## src/mar_params.svh

```systemverilog
// constants for the move-and-return execution unit: encodings, field positions, reset values
// assumes a 14-bit instruction word delivered on the core instruction clock
//
// Contract
// RULE1: direct store copies accumulator into file register 0..127, no flags touched.
// RULE2: indirect store writes accumulator at address derived from one of two pointers.
// RULE3: mode field 00 preinc, 01 predec, 10 postinc, 11 postdec.
// RULE4: relative form adds signed offset -32..31 to pointer for target address.
// RULE5: pointer ends plus one on increments, minus one on decrements, unchanged relative.
// RULE6: each 16-bit pointer wraps modulo 0000h..FFFFh.
// RULE7: indirect port addresses are not storage; access goes to the pointer's address.
// RULE8: indirect store and pointer stepping change no status flag, wrap included.
// RULE9: option load copies accumulator into option register, one word, one cycle.
// RULE10: software reset triggers device reset and clears the reset-instruction flag.
// RULE11: interrupt return pops stack into program counter, two cycles, no flags.
// RULE12: interrupt return also sets global interrupt enable, bit 7 of control register.
// RULE13: subroutine return pops stack into program counter, two cycles, nothing else.
// RULE14: no-operation takes one cycle, advances the counter, changes nothing.
`ifndef MAR_PARAMS_SVH
`define MAR_PARAMS_SVH

// ----------------------------------------------------------------
// instruction word layout
// ----------------------------------------------------------------
`define MAR_CLASS_HI 13
`define MAR_CLASS_LO 11
`define MAR_CLASS_MISC 3'h0
`define MAR_CLASS_DIRECT 3'h1
`define MAR_CLASS_IND_MODE 3'h2
`define MAR_CLASS_IND_REL 3'h3
`define MAR_SUB_NOP 3'h0
`define MAR_SUB_OPTION 3'h1
`define MAR_SUB_RESET 3'h2
`define MAR_SUB_RETURN 3'h3
`define MAR_SUB_RET_INT 3'h4
`define MAR_MODE_SEL_BIT 2
`define MAR_REL_SEL_BIT 6

// ----------------------------------------------------------------
// addresses, bit positions and reset values
// ----------------------------------------------------------------
`define MAR_IND_PORT0_ADDR 7'h00
`define MAR_IND_PORT1_ADDR 7'h01
`define MAR_INT_EN_BIT 7
`define MAR_OPTION_RESET 8'hFF
`define MAR_PTR_RESET 16'h0000
`define MAR_RETURN_CYCLES 2

`endif

```

## src/mar_pkg.sv

```systemverilog
// types shared by the move-and-return execution unit
// assumes mar_params.svh supplies the numeric constants
package mar_pkg;

  // decoded operation
  typedef enum logic [2:0] {
    MAR_OP_NOP = 3'b000,
    MAR_OP_OPTION = 3'b001,
    MAR_OP_RESET = 3'b010,
    MAR_OP_RETURN = 3'b011,
    MAR_OP_RET_INT = 3'b100,
    MAR_OP_DIRECT = 3'b101,
    MAR_OP_INDIRECT = 3'b110,
    MAR_OP_OTHER = 3'b111
  } mar_op_t;

  // execution sequencer
  typedef enum logic [0:0] {
    MAR_ST_IDLE = 1'b0,
    MAR_ST_RET2 = 1'b1
  } mar_state_t;

  // decoded instruction fields
  typedef struct packed {
    mar_op_t op;
    logic [6:0] faddr;
    logic psel;
    logic [1:0] pointer_update_mode;
    logic rel;
    logic [5:0] offset;
  } mar_decode_t;

  // data memory write request
  typedef struct packed {
    logic we;
    logic [15:0] addr;
    logic [7:0] data;
  } mar_dm_wr_t;

endpackage

```

## src/mar_ptr_unit.sv

```systemverilog
// the two file-select pointers with their effective-address and step logic
// assumes one update request per cycle from the execution unit
`timescale 1ns/1ps
`include "mar_params.svh"
module mar_ptr_unit (
  // clock and reset
  input wire logic clk,
  input wire logic arst_n,
  // update from an indirect store
  input wire logic upd_en,
  input wire logic upd_sel,
  input wire logic [1:0] upd_mode,
  input wire logic upd_rel,
  input wire logic [5:0] upd_offset,
  // plain load from other core logic
  input wire logic load_en,
  input wire logic load_sel,
  input wire logic [15:0] load_value,
  // pointer values and effective address of the selected pointer
  output logic [1:0][15:0] file_select_pointer,
  output logic [15:0] eff_addr
);
  import mar_pkg::*;

  logic [15:0] sel_ptr;
  logic [15:0] step_ptr;
  logic [15:0] sext_offset;

  // selected pointer and its effective address; 16-bit arithmetic wraps by itself
  assign sel_ptr = file_select_pointer[upd_sel];
  assign sext_offset = {{10{upd_offset[5]}}, upd_offset};
  assign step_ptr = upd_mode[0] ? 16'(sel_ptr - 16'h0001) : 16'(sel_ptr + 16'h0001); // [RULE6]
  always_comb begin
    if (upd_rel) begin
      eff_addr = 16'(sel_ptr + sext_offset); // [RULE4]
    end else if (!upd_mode[1]) begin
      eff_addr = step_ptr; // [RULE3] pre forms use the stepped value
    end else begin
      eff_addr = sel_ptr; // [RULE3] post forms use the old value
    end
  end

  // one register per pointer; a core load wins over a step in the same cycle
  genvar gi;
  generate
    for (gi = 0; gi < 2; gi++) begin : g_ptr
      always_ff @(posedge clk or negedge arst_n) begin
        if (!arst_n) begin
          file_select_pointer[gi] <= `MAR_PTR_RESET;
        end else if (load_en && (load_sel == 1'(gi))) begin
          file_select_pointer[gi] <= load_value;
        end else if (upd_en && !upd_rel && (upd_sel == 1'(gi))) begin
          file_select_pointer[gi] <= step_ptr; // [RULE5]
        end
      end
    end
  endgenerate

endmodule

```

## src/mar_exec.sv

```systemverilog
// execution unit for direct/indirect accumulator stores, option load,
// software reset and the two return instructions
// assumes accumulator, stack top and control register come from core logic on clk
`timescale 1ns/1ps
`include "mar_params.svh"
module mar_exec (
  // clock and reset
  input wire logic clk,
  input wire logic arst_n,
  // instruction handshake
  input wire logic instr_valid,
  input wire logic [13:0] instr_word,
  output logic instr_ready,
  // core operands
  input wire logic [7:0] w_acc,
  input wire logic [4:0] bank_select,
  input wire logic [14:0] top_of_stack,
  input wire logic [7:0] interrupt_control_register,
  // pointer load from other instructions
  input wire logic ptr_load_en,
  input wire logic ptr_load_sel,
  input wire logic [15:0] ptr_load_value,
  // address resolution for other file accesses
  input wire logic [6:0] ext_faddr,
  output logic [15:0] ext_resolved_addr,
  // software sets the reset-instruction flag back
  input wire logic ri_flag_set,
  // data memory write
  output mar_pkg::mar_dm_wr_t dm_wr,
  // program counter and stack
  output logic pc_advance,
  output logic pc_load,
  output logic [14:0] pc_load_value,
  output logic stack_pop,
  // control and status
  output logic int_ctrl_we,
  output logic [7:0] int_ctrl_wdata,
  output logic status_we,
  output logic [7:0] option_reg,
  output logic reset_instr_flag_n,
  output logic sw_reset_req,
  output logic [1:0][15:0] file_select_pointer
);
  import mar_pkg::*;

  // ----------------------------------------------------------------
  // decoding
  // ----------------------------------------------------------------

  // split the word into fields; unknown words decode as other and are ignored here
  function automatic mar_decode_t decode(input logic [13:0] iw);
    mar_decode_t d;
    d = '0;
    d.op = MAR_OP_OTHER;
    d.faddr = iw[6:0];
    d.offset = iw[5:0];
    case (iw[`MAR_CLASS_HI:`MAR_CLASS_LO])
      `MAR_CLASS_MISC: begin
        case (iw[2:0])
          `MAR_SUB_NOP: d.op = MAR_OP_NOP;
          `MAR_SUB_OPTION: d.op = MAR_OP_OPTION;
          `MAR_SUB_RESET: d.op = MAR_OP_RESET;
          `MAR_SUB_RETURN: d.op = MAR_OP_RETURN;
          `MAR_SUB_RET_INT: d.op = MAR_OP_RET_INT;
          default: d.op = MAR_OP_OTHER;
        endcase
      end
      `MAR_CLASS_DIRECT: d.op = MAR_OP_DIRECT;
      `MAR_CLASS_IND_MODE: begin
        d.op = MAR_OP_INDIRECT;
        d.psel = iw[`MAR_MODE_SEL_BIT];
        d.pointer_update_mode = iw[1:0];
      end
      `MAR_CLASS_IND_REL: begin
        d.op = MAR_OP_INDIRECT;
        d.rel = 1'b1;
        d.psel = iw[`MAR_REL_SEL_BIT];
      end
      default: d.op = MAR_OP_OTHER;
    endcase
    return d;
  endfunction

  // file address to data address; the indirect ports map onto the pointers
  function automatic logic [15:0] resolve(input logic [6:0] f, input logic [4:0] bank,
                                          input logic [15:0] p0, input logic [15:0] p1);
    if (f == `MAR_IND_PORT0_ADDR) begin
      return p0; // [RULE7]
    end else if (f == `MAR_IND_PORT1_ADDR) begin
      return p1; // [RULE7]
    end else begin
      return {4'h0, bank, f};
    end
  endfunction

  mar_state_t state_reg;
  mar_state_t state_next;
  mar_decode_t dec;
  logic accept;
  logic ind_upd;
  logic [15:0] ptr_eff_addr;

  assign dec = decode(instr_word);
  assign instr_ready = (state_reg == MAR_ST_IDLE);
  assign accept = instr_valid && instr_ready;
  assign ind_upd = accept && (dec.op == MAR_OP_INDIRECT);
  assign ext_resolved_addr = resolve(ext_faddr, bank_select, file_select_pointer[0],
                                     file_select_pointer[1]); // [RULE7]

  // ----------------------------------------------------------------
  // pointers
  // ----------------------------------------------------------------

  // pointer stepping is plain arithmetic here; nothing reaches the status flags
  mar_ptr_unit u_ptr (
    .clk(clk),
    .arst_n(arst_n),
    .upd_en(ind_upd), // [RULE5]
    .upd_sel(dec.psel),
    .upd_mode(dec.pointer_update_mode),
    .upd_rel(dec.rel),
    .upd_offset(dec.offset),
    .load_en(ptr_load_en),
    .load_sel(ptr_load_sel),
    .load_value(ptr_load_value),
    .file_select_pointer(file_select_pointer),
    .eff_addr(ptr_eff_addr)
  );

  // ----------------------------------------------------------------
  // sequencer
  // ----------------------------------------------------------------

  // returns hold the handshake low for their second cycle
  always_comb begin
    state_next = state_reg;
    case (state_reg)
      MAR_ST_IDLE: begin
        if (accept && (dec.op == MAR_OP_RETURN || dec.op == MAR_OP_RET_INT)) begin
          state_next = MAR_ST_RET2; // [RULE11] [RULE13]
        end
      end
      MAR_ST_RET2: state_next = MAR_ST_IDLE;
      default: state_next = MAR_ST_IDLE;
    endcase
  end

  always_ff @(posedge clk or negedge arst_n) begin
    if (!arst_n) begin
      state_reg <= MAR_ST_IDLE;
    end else begin
      state_reg <= state_next;
    end
  end

  // ----------------------------------------------------------------
  // data memory writes
  // ----------------------------------------------------------------

  // one registered write per store; the address is resolved in the issue cycle
  always_ff @(posedge clk or negedge arst_n) begin
    if (!arst_n) begin
      dm_wr <= '0;
    end else begin
      dm_wr.we <= 1'b0;
      if (accept && dec.op == MAR_OP_DIRECT) begin
        dm_wr.we <= 1'b1; // [RULE1]
        dm_wr.addr <= resolve(dec.faddr, bank_select, file_select_pointer[0],
                              file_select_pointer[1]);
        dm_wr.data <= w_acc;
      end else if (ind_upd) begin
        dm_wr.we <= 1'b1; // [RULE2]
        dm_wr.addr <= ptr_eff_addr;
        dm_wr.data <= w_acc;
      end
    end
  end

  // ----------------------------------------------------------------
  // program counter and stack
  // ----------------------------------------------------------------

  // nop, option load and direct/indirect stores advance; returns pop and load instead
  always_ff @(posedge clk or negedge arst_n) begin
    if (!arst_n) begin
      pc_advance <= 1'b0;
      pc_load <= 1'b0;
      stack_pop <= 1'b0;
      pc_load_value <= '0;
    end else begin
      pc_advance <= accept && (dec.op == MAR_OP_NOP || dec.op == MAR_OP_OPTION ||
                               dec.op == MAR_OP_DIRECT || dec.op == MAR_OP_INDIRECT); // [RULE14]
      pc_load <= 1'b0;
      stack_pop <= 1'b0;
      if (accept && (dec.op == MAR_OP_RETURN || dec.op == MAR_OP_RET_INT)) begin
        pc_load <= 1'b1; // [RULE11] [RULE13]
        stack_pop <= 1'b1;
        pc_load_value <= top_of_stack;
      end
    end
  end

  // interrupt return writes the control register with the enable bit forced high
  always_ff @(posedge clk or negedge arst_n) begin
    if (!arst_n) begin
      int_ctrl_we <= 1'b0;
      int_ctrl_wdata <= '0;
    end else begin
      int_ctrl_we <= accept && (dec.op == MAR_OP_RET_INT);
      if (accept && (dec.op == MAR_OP_RET_INT)) begin
        int_ctrl_wdata <= interrupt_control_register | (8'h01 << `MAR_INT_EN_BIT); // [RULE12]
      end
    end
  end

  // none of these instructions touch the flags, pointer wrap included
  assign status_we = 1'b0; // [RULE8]

  // ----------------------------------------------------------------
  // option register and software reset
  // ----------------------------------------------------------------

  always_ff @(posedge clk or negedge arst_n) begin
    if (!arst_n) begin
      option_reg <= `MAR_OPTION_RESET;
    end else if (accept && dec.op == MAR_OP_OPTION) begin
      option_reg <= w_acc; // [RULE9]
    end
  end

  // the flag survives the requested reset only if the reset generator spares
  // this block; arst_n is taken as the power-on reset
  always_ff @(posedge clk or negedge arst_n) begin
    if (!arst_n) begin
      reset_instr_flag_n <= 1'b1;
      sw_reset_req <= 1'b0;
    end else begin
      sw_reset_req <= accept && (dec.op == MAR_OP_RESET); // [RULE10]
      if (accept && dec.op == MAR_OP_RESET) begin
        reset_instr_flag_n <= 1'b0; // [RULE10] clear wins over a set
      end else if (ri_flag_set) begin
        reset_instr_flag_n <= 1'b1;
      end
    end
  end

  logic [15:0] sel_ptr;
  assign sel_ptr = file_select_pointer[dec.psel];
endmodule

```

## config.mk

```make
export PLATFORM = sky130hd
export DESIGN_NAME = mar_exec
export DESIGN_NICKNAME = d
export VERILOG_FILES = /design/src/mar_pkg.sv /design/src/mar_ptr_unit.sv /design/src/mar_exec.sv
export VERILOG_INCLUDE_DIRS = /design/src /design/src/src
export SDC_FILE = /design/constraint.sdc
export NUM_CORES = 1
export LEC_CHECK = 0
export BUFFER_PORTS_ARGS = -buffer_cell sky130_fd_sc_hd__buf_2
export CAP_MARGIN = 20
export CORE_MARGIN = 2
export CORE_UTILIZATION = 30
export CTS_CLUSTER_DIAMETER = 120
export DETAILED_ROUTE_END_ITERATION = 12
export HOLD_SLACK_MARGIN = 0.05
export SYNTH_ARGS = -nofsm -noshare
export SYNTH_HDL_FRONTEND = slang
export SYNTH_HIERARCHICAL = 1
export SYNTH_SLANG_ARGS = --single-unit
export TNS_END_PERCENT = 30
```

## constraint.sdc

```tcl
create_clock -name clk -period 4.3 [get_ports clk]
set_input_delay 0.86 -clock clk [delete_from_list [all_inputs] [get_ports clk]]
set_output_delay 0.86 -clock clk [all_outputs]
set_load 0.005 [all_outputs]
```

==> impl_metrics.ini <==
[outcome]
status = finished clean

[power_and_ir_drop]
p_leak_nw = 4.08
total_power_mw = 3.21
ir_worst_vdd_mv = 0.186
p_per_area_nw_per_um2 = 385

[layout]
top_register = u_ptr/file_select_pointer
num_antenna_cells = 0
layout_commonest_cell = buf_2
multi_input_area_sq_um = 3990
seqCellArea_sq_um = 2360
syn_to_final_growth_pct = 26.3
drive_gt1_share_pct = 33.4
largest_reg_flops = 32
fill_cells = 2219
fin_cells = 1232
reg.largest.list = u_ptr/file_select_pointer (32), dm_wr (25), pc_load_value (15)
fin_nets = 1057
final_area_sq_um = 8340
mostFrequentLayoutCells = buf_2, nand2_1, dfrtp_1, a21oi_1, nor2_1

[synthesis]
synthArstFlopShare_pct = 100
synth_warnings = 6
syn-num-nets = 861
synth_area_per_cell_sq_um = 8.79
synthFlopType = dfrtp_1
netlist_instances = 751
synth_edf_count = 0
ys_types = 69
synth_area_sq_um = 6600
synth-seq-cells = 94
ys_seq_area_share_pct = 35.8

[sta]
finalHoldViolCount = 0
whs_ns = 0.475
maxSlewHeadroom_pct = 36.8
min_period_ns = 4.10
rsz0062_at_grt = false
clock_skew_ns = 0.00576
setup_viol = 0
min_period_over_period_pct = 95.4
final.setup.tns_ns = 0
worst_pin_slew_ns = 0.948
drv_slew = 0
clock.fmax_ghz = 0.244

[worst_setup_path]
worstPathArrival_ns = 4.39
worstSetupEndpointType = register
worstPathMaxFanout = 2
critPathKind = primary input to register
crit_path_start_kind = primary input
slowest_stage = fa_1
critical-path-max-stage-delay_ns = 0.45
crit_chain = buf_2 > nand2b_1 > nor2_1 > mux2i_1 > inv_1 > ha_1 > fa_1 > a21o_1 > a31oi_1 > nor4b_1 > o41ai_1 > xor2_1 > a221oi_2 > buf_4 > a21oi_1 > a21oi_1
path_common_cell = a21oi_1
required_ns = 4.58

[run]
cap_violations = 0

[die]
dieWidth_microns = 152
rows = 54
initial_utilization_pct = 30.4
dieArea_sq_um = 23200
io_pins = 191
die_h_microns = 152
core_area_sq_um = 21700

[clock_network]
cts-htree-levels = 3
cts_tree = built
cts-buffers-inserted = 9
clkTransAtPathRegs_ns = 0.08
clk_latency_ns = 0.36
cts_root_buf = clkbuf_16
cts.sinks = 94
ctsLongestPathBuffers = 2
postCtsSetupBuffers = 0

[drt]
viasPerCell = 5.35
vias = 6586
finalWirelength_microns = 23000
avgRoutedWirePerCell_microns = 18.6
dr.pass1.iters = 7
ant_nets = 0
drcViolationCount = 0
drtIter0Drc = 462

[global_routing]
grt_use_total_pct = 19.4
grt_max_degree = 77
overflow = 0
first_global_vias = 6259
grt_pass1_wl_microns = 35500
antenna_found_initial = 0

[placed_design]
io_buffers = 184
place_area_sq_um = 8020
dp_cells = 1215
dp_hpwl_microns = 17900
place_congestion = 0.950

[worst_hold_path]
min_path_type = register to register
-- area by class of cell --
| class | instances | area share [%] |
|---|---|---|
| Multi-Input combinational cell | 594 | 47.8 |
| Clock buffer | 9 | 2.70 |
| Inverter | 19 | 0.855 |
| Timing Repair Buffer | 229 | 15.1 |
| Sequential cell | 94 | 28.3 |
| Clock inverter | 7 | 0.960 |
| Tap cell | 280 | 4.20 |
-- worst paths after layout --
path,start,to,slack [ns],depth (start not counted)
setup / recovery,instr_word[13],dm_wr[20],0.20,16
hold / removal,int_ctrl_wdata[7],int_ctrl_wdata[7],0.48,1
setup reg to reg,u_ptr/file_select_pointer[0],dm_wr[20],0.74,13
hold reg to reg,int_ctrl_wdata[7],int_ctrl_wdata[7],0.48,1
min in group asynchronous,arst_n,pc_load_value[8],0.65,1
max in group asynchronous,arst_n,option_reg[3],2.77,2
-- critical path, delay by kind of cell --
family	cells	cell delay [ns]
AOI/OAI and AO/OA	6	1.53
xor gates and xnor gates	1	0.16
and+or+nand+nor	3	0.49
adders and majority gates	2	0.68
buffers and inverters	3	0.38
muxes	1	0.28
-- synth_stat cells, types with 4 or more instances --
| cell type | count | share of area [%] |
|---|---|---|
| a211oi_1 | 6 | 0.68 |
| a21o_1 | 14 | 1.6 |
| a21oi_1 | 65 | 4.9 |
| a31oi_1 | 14 | 1.3 |
| and2_1 | 6 | 0.57 |
| and3_1 | 16 | 1.5 |
| buf_2 | 8 | 0.61 |
| clkbuf_1 | 30 | 1.7 |
| dfrtp_1 | 85 | 32 |
| dfstp_2 | 9 | 3.6 |
| ha_1 | 29 | 5.5 |
| inv_1 | 18 | 1.0 |
| mux2_2 | 42 | 7.2 |
| mux2_4 | 7 | 1.6 |
| mux2i_1 | 20 | 3.0 |
| nand2_1 | 105 | 6.0 |
| nand2b_1 | 4 | 0.38 |
| nand3_1 | 28 | 2.1 |
| nand4_1 | 17 | 1.6 |
| nor2_1 | 48 | 2.7 |
| nor3_1 | 12 | 0.91 |
| o21a_1 | 4 | 0.45 |
| o21ai_0 | 45 | 3.4 |
| o21ai_1 | 4 | 0.30 |
| o221a_2 | 5 | 0.85 |
| o22a_1 | 6 | 0.80 |
| o22ai_1 | 4 | 0.38 |
| xnor2_1 | 20 | 2.7 |
| xor2_1 | 10 | 1.3 |
-- cell families after synthesis --
group                      count (synthesis)  synth area share [%]
muxes                                     71                  12.1
xor gates and xnor gates                  30                  3.98
other                                      1                0.0568
AOI/OAI and AO/OA                        196                  18.6
buffers and inverters                     63                  4.07
adders and majority gates                 31                  6.10
and+or+nand+nor                          265                  19.2
DFF                                       94                  35.8
-- per-layer routing --
metal,up-vias,share of wire (%),track usage [%]
met4,0,2.0,5.38
met3,33,7.1,4.32
met1,3163,44,26.3
met5,-,0,0
met2,275,47,31.1
li1,3115,-,-
-- where the power goes --
group          leakage [nW]  switching [mW]  total, mW  internal (mW)
clock network         0.145           0.404      0.816          0.413
registers              1.13           0.138       1.17           1.04
logic                  2.80           0.662       1.22          0.561
total                  4.08            1.20       3.21           2.01
-- repair_timing --
action	CTS	global route
resized for setup	0	1
setup endpoints to repair	0	1
hold buffers	0	0
-- metrics by stage --
step | utilization, % | setup slack (ns)
5_1_grt | 38.5 | 0.0217
2_1_floorplan | - | 0.0957
3_3_place_gp | 37.0 | -0.220
4_1_cts | 38.4 | 0.104
6_report | 38.5 | 0.199
3_5_place_dp | 37.0 | -0.255
Power figures use the tool's default switching activity.
